File: src/design/dic_defines.svh
// register offsets, field positions and reset values of the display interrupt control
`ifndef DIC_DEFINES_SVH
`define DIC_DEFINES_SVH

// register offsets
`define DIC_ADDR_ENABLE 8'h0b
`define DIC_ADDR_FLAGS 8'h0c
`define DIC_ADDR_MASK 8'h0d
`define DIC_ADDR_PENDING 8'h40
`define DIC_ADDR_CTRL 8'h41
`define DIC_ADDR_SWSET 8'h42
`define DIC_ADDR_OVERRUN 8'h43

// source bit positions, shared by enable, flags, mask, pending and overrun
`define DIC_BIT_WAKEUP 7
`define DIC_BIT_EXT_PIN 6
`define DIC_BIT_I2C 5
`define DIC_BIT_VSYNC 4
`define DIC_BIT_KEYPAD 3
`define DIC_BIT_PROC_DONE 2
`define DIC_BIT_PWM1 1
`define DIC_BIT_PWM0 0

// control register fields
`define DIC_CTRL_EXT_FALL 0
`define DIC_CTRL_SWSET_EN 1

// widths and reset values
`define DIC_NUM_SRC 8
`define DIC_CTRL_W 2
`define DIC_RST_BYTE 8'h00
`define DIC_RST_CTRL 2'h0
`define DIC_ZERO_BYTE 8'h00
`define DIC_ZERO_CTRL_PAD 6'h00

`endif

File: src/design/dic_pkg.sv
// types shared by the display interrupt control files
package dic_pkg;

  // one register access from the host port
  typedef struct packed {
    logic [7:0] addr;
    logic [7:0] wdata;
    logic wr;
    logic rd;
  } dic_bus_req_t;

  // one-cycle event pulses from the interrupt sources, msb first as in the registers
  typedef struct packed {
    logic wakeup;
    logic ext_pin;
    logic i2c;
    logic vsync;
    logic keypad;
    logic proc_done;
    logic pwm1;
    logic pwm0;
  } dic_src_t;

endpackage

File: src/design/dic_flag_cell.sv
// one sticky interrupt flag with write-1-to-clear and a read-cleared overrun bit
`timescale 1ns/1ps
`include "dic_defines.svh"

module dic_flag_cell (
  // clock and reset
  input wire logic clk_i,
  input wire logic reset_i,
  // event and software actions
  input wire logic set_i,
  input wire logic clr_i,
  input wire logic ovr_clr_i,
  // state
  output logic flag_o,
  output logic ovr_o
);

  logic flag_r;
  logic flag_nxt;
  logic ovr_r;
  logic ovr_nxt;
  wire logic ovr_hit;

  // a second event while the flag still stands is lost to software, so record it
  assign ovr_hit = set_i & flag_r & ~clr_i;
  // set beats clear so an event in the clearing cycle is kept
  assign flag_nxt = set_i | (flag_r & ~clr_i);
  assign ovr_nxt = ovr_hit | (ovr_r & ~ovr_clr_i);

  always_ff @(posedge clk_i) begin
    if (reset_i) begin
      flag_r <= 1'b0;
      ovr_r <= 1'b0;
    end else begin
      flag_r <= flag_nxt;
      ovr_r <= ovr_nxt;
    end
  end

  assign flag_o = flag_r;
  assign ovr_o = ovr_r;

endmodule

File: src/design/dic_top.sv
// display interrupt control: enable, event flags, mask and host interrupt request
//
// Contract
// [RULE1] eight-bit enable register, reset zero, one per source
// [RULE2] enable bit 6 gates external pin interrupt
// [RULE3] enable bit 5 gates I2C master interrupt
// [RULE4] enable bit 4 gates VSYNC time-base interrupt
// [RULE5] enable bit 2 gates shared completion interrupt
// [RULE6] enable bit 1 gates PWM timer 1
// [RULE7] enable bit 0 gates PWM timer 0
// [RULE8] eight-bit event flags, reset zero, read back
// [RULE9] flag 7 wakeup, write one clears
// [RULE10] flag 6 external pin, write one clears
// [RULE11] flag 5 I2C master, write one clears
// [RULE12] flag 4 VSYNC, write one clears
// [RULE13] flag 3 keypad scan, write one clears
// [RULE14] flag 2 shared completion, write one clears
// [RULE15] flags 1 and 0 PWM timers, write-one clear
// [RULE16] masked source never raises the request
// [RULE17] flags sticky; request while set, enabled, unmasked
`timescale 1ns/1ps
`include "dic_defines.svh"

module dic_top (
  // clock and reset
  input wire logic clk_i,
  input wire logic reset_i,
  // host register port
  input wire dic_pkg::dic_bus_req_t bus_i,
  output logic [7:0] rdata_o,
  // interrupt sources, one-cycle pulses
  input wire dic_pkg::dic_src_t src_i,
  // external interrupt input pin level
  input wire logic ext_pin_i,
  // request to the host
  output logic irq_o,
  // per-source pending view for neighbouring logic
  output logic [7:0] pending_o
);

  // address match used by every register decode
  function automatic logic dic_hit(input logic [7:0] addr, input logic [7:0] target);
    dic_hit = (addr == target);
  endfunction

  // registers
  logic [7:0] enable_r;
  logic [7:0] enable_nxt;
  logic [7:0] mask_r;
  logic [7:0] mask_nxt;
  logic [`DIC_CTRL_W-1:0] ctrl_r;
  logic [`DIC_CTRL_W-1:0] ctrl_nxt;
  logic ext_pin_r;
  logic [7:0] rdata_r;
  logic [7:0] rdata_nxt;
  logic irq_r;
  logic [7:0] pending_r;

  // decode
  wire logic hit_enable;
  wire logic hit_flags;
  wire logic hit_mask;
  wire logic hit_pending;
  wire logic hit_ctrl;
  wire logic hit_swset;
  wire logic hit_overrun;
  wire logic wr_enable;
  wire logic wr_flags;
  wire logic wr_mask;
  wire logic wr_ctrl;
  wire logic wr_swset;
  wire logic rd_overrun;
  wire logic rd_mapped;

  // event paths
  wire logic ext_rise;
  wire logic ext_fall;
  wire logic ext_event;
  wire logic [7:0] hw_event;
  wire logic [7:0] sw_event;
  wire logic [7:0] set_vec;
  wire logic [7:0] clr_vec;
  wire logic [7:0] flags;
  wire logic [7:0] overrun;
  wire logic [7:0] pending;
  wire logic [7:0] ctrl_view;

  assign hit_enable = dic_hit(bus_i.addr, `DIC_ADDR_ENABLE);
  assign hit_flags = dic_hit(bus_i.addr, `DIC_ADDR_FLAGS);
  assign hit_mask = dic_hit(bus_i.addr, `DIC_ADDR_MASK);
  assign hit_pending = dic_hit(bus_i.addr, `DIC_ADDR_PENDING);
  assign hit_ctrl = dic_hit(bus_i.addr, `DIC_ADDR_CTRL);
  assign hit_swset = dic_hit(bus_i.addr, `DIC_ADDR_SWSET);
  assign hit_overrun = dic_hit(bus_i.addr, `DIC_ADDR_OVERRUN);

  assign wr_enable = bus_i.wr & hit_enable;
  assign wr_flags = bus_i.wr & hit_flags;
  assign wr_mask = bus_i.wr & hit_mask;
  assign wr_ctrl = bus_i.wr & hit_ctrl;
  assign wr_swset = bus_i.wr & hit_swset;
  assign rd_overrun = bus_i.rd & hit_overrun;
  assign rd_mapped = hit_enable | hit_flags | hit_mask | hit_pending
                   | hit_ctrl | hit_swset | hit_overrun;

  // enable register, plain read/write
  assign enable_nxt = wr_enable ? bus_i.wdata : enable_r; // [RULE1]

  // mask register, 1 blocks the request but not the flag
  assign mask_nxt = wr_mask ? bus_i.wdata : mask_r; // [RULE16]

  assign ctrl_nxt = wr_ctrl ? bus_i.wdata[`DIC_CTRL_W-1:0] : ctrl_r;
  assign ctrl_view = {`DIC_ZERO_CTRL_PAD, ctrl_r};

  // external pin: the pin is synchronous, so only the previous level is kept for edges
  assign ext_rise = ext_pin_i & ~ext_pin_r;
  assign ext_fall = ~ext_pin_i & ext_pin_r;
  assign ext_event = ctrl_r[`DIC_CTRL_EXT_FALL] ? ext_fall : ext_rise; // [RULE10]

  // hardware events in register order
  assign hw_event[`DIC_BIT_WAKEUP] = src_i.wakeup; // [RULE9]
  assign hw_event[`DIC_BIT_EXT_PIN] = ext_event | src_i.ext_pin; // [RULE10]
  assign hw_event[`DIC_BIT_I2C] = src_i.i2c; // [RULE11]
  assign hw_event[`DIC_BIT_VSYNC] = src_i.vsync; // [RULE12]
  assign hw_event[`DIC_BIT_KEYPAD] = src_i.keypad; // [RULE13]
  assign hw_event[`DIC_BIT_PROC_DONE] = src_i.proc_done; // [RULE14]
  assign hw_event[`DIC_BIT_PWM1] = src_i.pwm1; // [RULE15]
  assign hw_event[`DIC_BIT_PWM0] = src_i.pwm0; // [RULE15]

  // software set lets bring-up code exercise the request path; off after reset
  assign sw_event = (wr_swset & ctrl_r[`DIC_CTRL_SWSET_EN]) ? bus_i.wdata : `DIC_ZERO_BYTE;

  // flags record events whatever the enable, so a disabled source can still be polled
  assign set_vec = hw_event | sw_event; // [RULE17]
  // write 1 clears, write 0 leaves the flag alone
  assign clr_vec = wr_flags ? bus_i.wdata : `DIC_ZERO_BYTE; // [RULE9] [RULE13]

  genvar gi;
  generate
    for (gi = 0; gi < `DIC_NUM_SRC; gi = gi + 1) begin : g_flag
      dic_flag_cell u_cell (
        .clk_i(clk_i),
        .reset_i(reset_i),
        .set_i(set_vec[gi]),
        .clr_i(clr_vec[gi]), // [RULE10] [RULE11] [RULE12] [RULE14] [RULE15]
        .ovr_clr_i(rd_overrun),
        .flag_o(flags[gi]), // [RULE8]
        .ovr_o(overrun[gi])
      );
    end
  endgenerate

  // each enable bit gates its own source onto the request
  assign pending[`DIC_BIT_WAKEUP] = flags[`DIC_BIT_WAKEUP] & enable_r[`DIC_BIT_WAKEUP]
                                  & ~mask_r[`DIC_BIT_WAKEUP]; // [RULE1]
  assign pending[`DIC_BIT_EXT_PIN] = flags[`DIC_BIT_EXT_PIN] & enable_r[`DIC_BIT_EXT_PIN]
                                   & ~mask_r[`DIC_BIT_EXT_PIN]; // [RULE2]
  assign pending[`DIC_BIT_I2C] = flags[`DIC_BIT_I2C] & enable_r[`DIC_BIT_I2C]
                               & ~mask_r[`DIC_BIT_I2C]; // [RULE3]
  assign pending[`DIC_BIT_VSYNC] = flags[`DIC_BIT_VSYNC] & enable_r[`DIC_BIT_VSYNC]
                                 & ~mask_r[`DIC_BIT_VSYNC]; // [RULE4]
  assign pending[`DIC_BIT_KEYPAD] = flags[`DIC_BIT_KEYPAD] & enable_r[`DIC_BIT_KEYPAD]
                                  & ~mask_r[`DIC_BIT_KEYPAD]; // [RULE1]
  assign pending[`DIC_BIT_PROC_DONE] = flags[`DIC_BIT_PROC_DONE]
                                     & enable_r[`DIC_BIT_PROC_DONE]
                                     & ~mask_r[`DIC_BIT_PROC_DONE]; // [RULE5]
  assign pending[`DIC_BIT_PWM1] = flags[`DIC_BIT_PWM1] & enable_r[`DIC_BIT_PWM1]
                                & ~mask_r[`DIC_BIT_PWM1]; // [RULE6]
  assign pending[`DIC_BIT_PWM0] = flags[`DIC_BIT_PWM0] & enable_r[`DIC_BIT_PWM0]
                                & ~mask_r[`DIC_BIT_PWM0]; // [RULE7]

  // read mux; unmapped addresses read zero, and the data stand only in the cycle after
  assign rdata_nxt = ~bus_i.rd ? `DIC_ZERO_BYTE :
                     hit_enable ? enable_r :
                     hit_flags ? flags : // [RULE8]
                     hit_mask ? mask_r :
                     hit_pending ? pending :
                     hit_ctrl ? ctrl_view :
                     hit_overrun ? overrun :
                     `DIC_ZERO_BYTE;

  always_ff @(posedge clk_i) begin
    if (reset_i) begin
      enable_r <= `DIC_RST_BYTE; // [RULE1]
      mask_r <= `DIC_RST_BYTE;
      ctrl_r <= `DIC_RST_CTRL;
      ext_pin_r <= 1'b0;
    end else begin
      enable_r <= enable_nxt;
      mask_r <= mask_nxt;
      ctrl_r <= ctrl_nxt;
      ext_pin_r <= ext_pin_i;
    end
  end

  // outputs come from flops, so the request trails its cause by one cycle
  always_ff @(posedge clk_i) begin
    if (reset_i) begin
      rdata_r <= `DIC_RST_BYTE;
      irq_r <= 1'b0;
      pending_r <= `DIC_RST_BYTE;
    end else begin
      rdata_r <= rd_mapped ? rdata_nxt : `DIC_ZERO_BYTE;
      irq_r <= |pending; // [RULE17] [RULE16]
      pending_r <= pending;
    end
  end

  assign rdata_o = rdata_r;
  assign irq_o = irq_r;
  assign pending_o = pending_r;

endmodule

File: config.mk
export PLATFORM = sky130hd
export DESIGN_NAME = dic_top
export DESIGN_NICKNAME = d
export VERILOG_FILES = /design/src/design/dic_pkg.sv /design/src/design/dic_flag_cell.sv /design/src/design/dic_top.sv
export VERILOG_INCLUDE_DIRS = /design/src /design/src/design
export SDC_FILE = /design/constraint.sdc
export NUM_CORES = 1
export LEC_CHECK = 0
export BUFFER_PORTS_ARGS = -buffer_cell sky130_fd_sc_hd__clkbuf_2
export CAP_MARGIN = 20
export CORE_MARGIN = 2
export CORE_UTILIZATION = 55
export CTS_CLUSTER_SIZE = 12
export DETAILED_ROUTE_END_ITERATION = 8
export PLACE_DENSITY = 0.79
export SLEW_MARGIN = 15
export SYNTH_ARGS = -nofsm -noshare
export SYNTH_HDL_FRONTEND = slang
export SYNTH_HIERARCHICAL = 1
export SYNTH_SLANG_ARGS = --single-unit
export TNS_END_PERCENT = 10
File: constraint.sdc
create_clock -name clk_i -period 2.65 [get_ports clk_i]
set_input_delay 0.795 -clock clk_i [delete_from_list [all_inputs] [get_ports clk_i]]
set_output_delay 0.795 -clock clk_i [all_outputs]
set_load 0.05 [all_outputs]
Yosys cells after proc, flatten, opt, wreduce, memory -nomap -nowiden:

Index checks and enable logic that the tools add are counted.

* register bits after elaboration: 52
* input port bits: 29
* output and inout bits: 17
* logic and storage cells: 143

* eq/ne operators: 7
* muxes and demuxes: 9
* bitwise logic cells: 102
* reductions and logical operators: 2

Operators by type and width (count)
* 8-bit two-way mux: 8
* 1-bit AND: 57
* 8-bit by 7-bit equality test with 1-bit output (second input constant): 4
* 8-bit by 4-bit equality test with 1-bit output (second input constant): 3
* 1-bit bitwise OR: 23
* 1-bit inverter: 21
* 8-bit bitwise OR: 1
* 8-bit OR reduction: 1
* 3-bit OR reduction: 1
* 1-bit two-way mux: 1

Depth between registers and ports, before layout:

* word-level depth: 9
* depth in mapped cells: 8
* depth with buffers taken out: 6

Cells and area by module:

Netlist, hierarchy kept.

By module, submodules not included
* dic_top: instances 1, cells each 219, area each 1973.1 µm², seq. area each 720.7 µm²
* dic_flag_cell: instances 8, cells each 7, area each 71.3 µm², seq. area each 40.0 µm²

Worst setup path after synthesis:

Ideal clock, no wire load.

* path type: input port to flip-flop
* start point: input port bus_i[15] in the netlist's numbering
* end point: register g_flag[2].u_cell.ovr_r
* setup time: 0.119 ns
* data arrival time: 2.327 ns
* required time: 2.531 ns
* slack: 0.204 ns
* stages on the path: 7
* path buffers: 1
* cells stage by stage: or3_1 buf_6 nor3_1 and3_1 and2_1 nand2b_1 o31ai_1

* elaborated cells on any way between the ends: 16
* those cells by class: eq/ne (3); mux (2); bitwise (11)

RTL lines
* start: declaration: line dic_top.sv:29 `input wire dic_pkg::dic_bus_req_t bus_i,`
* 8-bit by 4-bit equality test with 1-bit output: line dic_top.sv:43 `dic_hit = (addr == target);`
* 1-bit AND: line dic_top.sv:97 `assign wr_flags = bus_i.wr & hit_flags;`
* 8-bit two-way mux (no source line)
* net clr_vec[2]: line dic_top.sv:82 `wire logic [7:0] clr_vec;`
* 1-bit inverter: line dic_flag_cell.sv:25 `assign ovr_hit = set_i & flag_r & ~clr_i;`
* 1-bit AND: line dic_flag_cell.sv:25
* 1-bit bitwise OR: line dic_flag_cell.sv:28 `assign ovr_nxt = ovr_hit | (ovr_r & ~ovr_clr_i);`
* end signal: assignment: line dic_flag_cell.sv:36 `ovr_r <= ovr_nxt;`
* end: declaration: line dic_flag_cell.sv:20 `logic ovr_r;`

The timed path passes the listed nets, and every way through them passes these cells.
A chain may end at the register's enable or synchronous reset.

Worst setup path in the final report:

* start point: input port bus_i[15] in the netlist's numbering
* end point: register g_flag[0].u_cell.ovr_r

* longest elaborated chain between the ends: 8
* elaborated cells on any way between the ends: 16
* those cells by class: eq/ne (3); mux (2); bitwise (11)

RTL lines
* 8-bit by 7-bit equality test with 1-bit output: line dic_top.sv:43
* 1-bit AND: line dic_top.sv:100 `assign wr_swset = bus_i.wr & hit_swset;`
* 1-bit AND: line dic_top.sv:130 `` assign sw_event = (wr_swset & ctrl_r[`DIC_CTRL_SWSET_EN]) ? bus_i.wdata : `DIC_ZERO_BYTE; ``
* 8-bit two-way mux (no source line)
* 8-bit bitwise OR: line dic_top.sv:133 `assign set_vec = hw_event | sw_event;`
* net set_vec[0]: line dic_top.sv:81 `wire logic [7:0] set_vec;`
* 1-bit AND (2 in a row): line dic_flag_cell.sv:25
* 1-bit bitwise OR: line dic_flag_cell.sv:28
* end signal: assignment: line dic_flag_cell.sv:36
* end: declaration: line dic_flag_cell.sv:20

The timed path passes the listed nets, and every way through them passes these cells.

==> out/results.txt <==
Start point of the critical path: bus_i[15]
Total wire length after detailed routing: 6.536 mm
Length of routed wiring on met1: 2.645 mm
Footprint of the flip-flops and latches: 0.001041 mm^2
Sequential share of power: 54.9%
Cell at the root of the clock tree: sky130_fd_sc_hd__clkbuf_8
Worst setup endpoint: g_flag[0].u_cell/ovr_o$_SDFF_PP0_
Synth Instances: 275
GRT Resource Usage Total: 26.61%
Final cell area excluding filler cells: 0.003058 mm^2
Yosys reg bits: 52
Net Sw Power: 0.3450 mW
Sum of negative setup slack: 0 ns
Warnings from Yosys: 6
Adder-Cell Fraction of Synth Area: 0%
Number of antenna diodes: 0
Final Power: 1.484 mW
Crit share post-route: 84.41%
Result of the run: finished, final reports clean
Share of cells above drive strength 1: 26.92%
Core Footprint: 0.004414 mm^2
Met2 wirelength from detailed routing: 3.210 mm
Number of port buffers: 45
Wire length of the first global-routing pass: 10.47 mm
Final worst clock skew: 0.006526 ns
Pins Over Slew Limit: 0
Total number of vias: 2297
Net count of the mapped netlist: 304
Arrival time at the worst endpoint: 2.45 ns
Buffer depth of the longest clock path: 2
Synth Flop Type: sky130_fd_sc_hd__dfxtp_1
Routability congestion estimate from global placement: 0.9075
Pin slew with the least headroom to its limit: 0.4651 ns
Multiplexer area fraction after synthesis: 7.969%
Number of nets in the layout: 366
Fillers: 359
Die Wd: 72.01 um
Cell area after placement: 0.002950 mm^2
Clock period minus worst slack: 2.237 ns
Clk sink count: 52
Setup Fix Bufs, Post-CTS: 0
Start of the worst register-to-register path: mask_r[6]$_SDFFE_PP0P_
Switching share of power: 23.25%
FF-to-FF setup slack: 1.06 ns
Number of library cell types mapped by synthesis: 42
Critical R2R Capture: rdata_o[6]$_SDFF_PP0_
Largest net degree at the start of global routing: 32
Largest voltage drop on the vdd net: 0.3131 mV
Total of hold buffers inserted after clock tree synthesis: 0
Internal Pwr Total: 1.139 mW
Fraction of synthesis flops using an asynchronous set or reset pin: 0%
Clock tree from TritonCTS: built
Parity-gate share of the synthesized area counting xor and xnor cells: 0%
Clock latency reported for the late side of the worst-skew pair: 0.31 ns
Die span in y: 72.01 um
Per-cell routed wire length: 16.76 um
Lkg Pwr: 1.330 nW
Post-synthesis area per instance: 9.250 um^2
Total of endpoints with negative setup slack in the final report: 0
Share of power burned in the clock network: 36.2%
Critical-path maximum fanout: 7
Simple-gate share of the synthesized area: 28.92%
Worst-case hold slack: 0.5296 ns
Clock transition at path regs: 0.09 ns
Initial DRT Pass Iterations: 4
Vias in the first global route: 2144
Max-cap viol count: 0
Complex-gate fraction of the synthesized area: 18.74%
Number of placement rows: 24
Max Fclk: 447.1 MHz
Starting density of the core: 57.62%
RSZ-0062 raised after global routing: false
H-tree depth: 2
Detailed router's first-iteration violation count: 173
Post_cts resized: 0
Worst slew slack as a fraction of its limit: 68.90%
Pwr Density: 485.3 mW/mm^2
Residual antenna-violating net count after detailed routing: 0
Ratio of routed vias to standard cells: 5.890
Area added between synthesis and finish: 20.22%
Area of the mapped netlist: 0.002544 mm^2
Path type of the worst min-delay path: register to register
Sum of net half-perimeters after detailed placement: 4.774 mm
Seq/Total Area, Yosys: 40.92%
Multi-input combinational cell area: 0.001415 mm^2
Overall die area: 0.005185 mm^2
Number of buffers created by CTS: 5
Residual overflow from global routing: 0
Total count of hold-check failures in the final report: 0
Topmost layer with routed signal wires: met4
Combinational family with the most area after synthesis: simple AND/OR/NAND/NOR gates
Kind of critical path: primary input to register
Fraction of power consumed by combinational cells: 8.9%
Data required time at the worst endpoint: 2.86 ns
Type of element capturing the critical path: register
Routed length on met3: 561 um
Number of synthesized flops with an enable pin: 0
Worst Setup Start Kind: primary input
Number of antenna violations at the first check in global routing: 0
Depth of the worst register-to-register path: 4
Top-level I/O count: 46
Number of design rule violations left after detail routing: 0
-- state kept, by name, summed over array words and instances (netlist names) --
| register | cells |
|---|---|
| ctrl_r | 2 |
| g_flag.u_cell/flag_o | 8 |
| enable_r | 8 |
| mask_r | 8 |
| g_flag.u_cell/ovr_o | 8 |
| rdata_o | 8 |
| irq_o | 1 |
| ext_pin_r | 1 |
| pending_o | 8 |
-- cell usage in the layout, fill, tap and decap left out, drive strengths merged --
| cell | synthesis | final |
|---|---|---|
| or3b | 9 | 9 |
| clkinv | 0 | 1 |
| and4 | 1 | 1 |
| nand2b | 8 | 8 |
| and2 | 9 | 9 |
| a2bb2oi | 6 | 6 |
| buf | 4 | 21 |
| nor2b | 9 | 9 |
| or3 | 4 | 4 |
| nor3b | 2 | 2 |
| dfxtp | 52 | 52 |
| nor3 | 3 | 3 |
| and3 | 1 | 1 |
| a211o | 2 | 2 |
| mux2i | 18 | 18 |
| a211oi | 8 | 8 |
| nand2 | 14 | 14 |
| nor4b | 1 | 1 |
| mux2 | 2 | 2 |
| nand3 | 1 | 1 |
| nor2 | 38 | 38 |
| nor4 | 2 | 2 |
| and3b | 3 | 3 |
| a221o | 6 | 6 |
| bufinv | 0 | 1 |
| a21o | 11 | 11 |
| clkbuf | 7 | 51 |
| or2b | 1 | 1 |
| o211ai | 1 | 1 |
| o31ai | 8 | 8 |
| nand3b | 9 | 9 |
| a21oi | 14 | 14 |
| o21ai | 3 | 3 |
| inv | 9 | 9 |
| nand4 | 9 | 9 |
-- worst min path at each step --
stage	from	endpoint	slack, ns	cells after the start
CTS	g_flag[1].u_cell/flag_o$_SDFF_PP0_	g_flag[1].u_cell/ovr_o$_SDFF_PP0_	0.53	2
global placement	mask_r[0]$_SDFFE_PP0P_	mask_r[0]$_SDFFE_PP0P_	0.49	2
floorplan	mask_r[0]$_SDFFE_PP0P_	mask_r[0]$_SDFFE_PP0P_	0.47	2
global route	mask_r[0]$_SDFFE_PP0P_	mask_r[0]$_SDFFE_PP0P_	0.56	2
finish	g_flag[1].u_cell/flag_o$_SDFF_PP0_	g_flag[1].u_cell/ovr_o$_SDFF_PP0_	0.53	2
detailed placement	mask_r[1]$_SDFFE_PP0P_	mask_r[1]$_SDFFE_PP0P_	0.51	2
-- critical path, stage by stage --
cell	delay, ns
sky130_fd_sc_hd__clkbuf_2	0.09
sky130_fd_sc_hd__or3_1	0.51
sky130_fd_sc_hd__nor3_1	0.23
sky130_fd_sc_hd__and4_1	0.26
sky130_fd_sc_hd__buf_4	0.15
sky130_fd_sc_hd__a21o_1	0.11
sky130_fd_sc_hd__inv_1	0.05
sky130_fd_sc_hd__o31ai_1	0.25
-- power groups by stage --
stage               Clock (mW)  Sequential, mW  Combinational [mW]
floorplan                    0           0.828              0.0727
detailed placement           0           0.832               0.131
global route             0.563           0.817               0.145
CTS                      0.540           0.814               0.132
global placement             0           0.832               0.128
finish                   0.537           0.815               0.132
-- synthesized netlist by cell type (3+ instances only) --
| cell | n | area [um^2] |
|---|---|---|
| sky130_fd_sc_hd__mux2i_1 | 18 | 180.2 |
| sky130_fd_sc_hd__nor2b_1 | 9 | 56.30 |
| sky130_fd_sc_hd__nand3b_1 | 9 | 67.56 |
| sky130_fd_sc_hd__inv_1 | 9 | 33.78 |
| sky130_fd_sc_hd__and3b_1 | 3 | 26.28 |
| sky130_fd_sc_hd__and2_1 | 9 | 56.30 |
| sky130_fd_sc_hd__nand4_1 | 9 | 56.30 |
| sky130_fd_sc_hd__a21o_1 | 9 | 67.56 |
| sky130_fd_sc_hd__dfxtp_1 | 52 | 1041 |
| sky130_fd_sc_hd__or3_1 | 3 | 18.77 |
| sky130_fd_sc_hd__a21oi_1 | 14 | 70.07 |
| sky130_fd_sc_hd__o21ai_0 | 3 | 15.01 |
| sky130_fd_sc_hd__a221o_1 | 6 | 60.06 |
| sky130_fd_sc_hd__nand2b_1 | 8 | 50.05 |
| sky130_fd_sc_hd__or3b_1 | 9 | 78.83 |
| sky130_fd_sc_hd__a211oi_2 | 8 | 100.1 |
| sky130_fd_sc_hd__clkbuf_1 | 7 | 26.28 |
| sky130_fd_sc_hd__nor2_1 | 38 | 142.6 |
| sky130_fd_sc_hd__a2bb2oi_1 | 6 | 52.55 |
| sky130_fd_sc_hd__nand2_1 | 14 | 52.55 |
| sky130_fd_sc_hd__o31ai_1 | 8 | 60.06 |
-- cells by family (layout without fill, tap and decap cells) --
kind of cell,Yosys count,after routing
mux,20,20
simple gates,124,124
buf+inv,20,83
flops,52,52
compound gates,59,59
-- cell type report --
class / instances / area share, %
Multi-Input combinational cell: 203 / 46.28
Sequential cell: 52 / 34.04
Timing Repair Buffer: 66 / 12.93
Clock buffer: 6 / 2.373
Tap cell: 52 / 2.128
Clock inverter: 2 / 1.146
Inverter: 9 / 1.105
-- per-layer routing --
layer,track usage [%],vias up
met4,8.805,0
met2,46.09,80
li1,-,1122
met1,33.74,1085
met3,4.444,10
met5,0,-
-- through the flow --
stage	setup WS, ns	util (%)	std cells
2_1_floorplan	0.2038	-	275
3_3_place_gp	0.1395	66.84	382
3_5_place_dp	0.1162	66.84	382
4_1_cts	0.4167	69.27	390
5_1_grt	0.3289	69.27	390
6_report	0.4133	69.27	390
No activity file was read; power rests on OpenSTA's default activity.
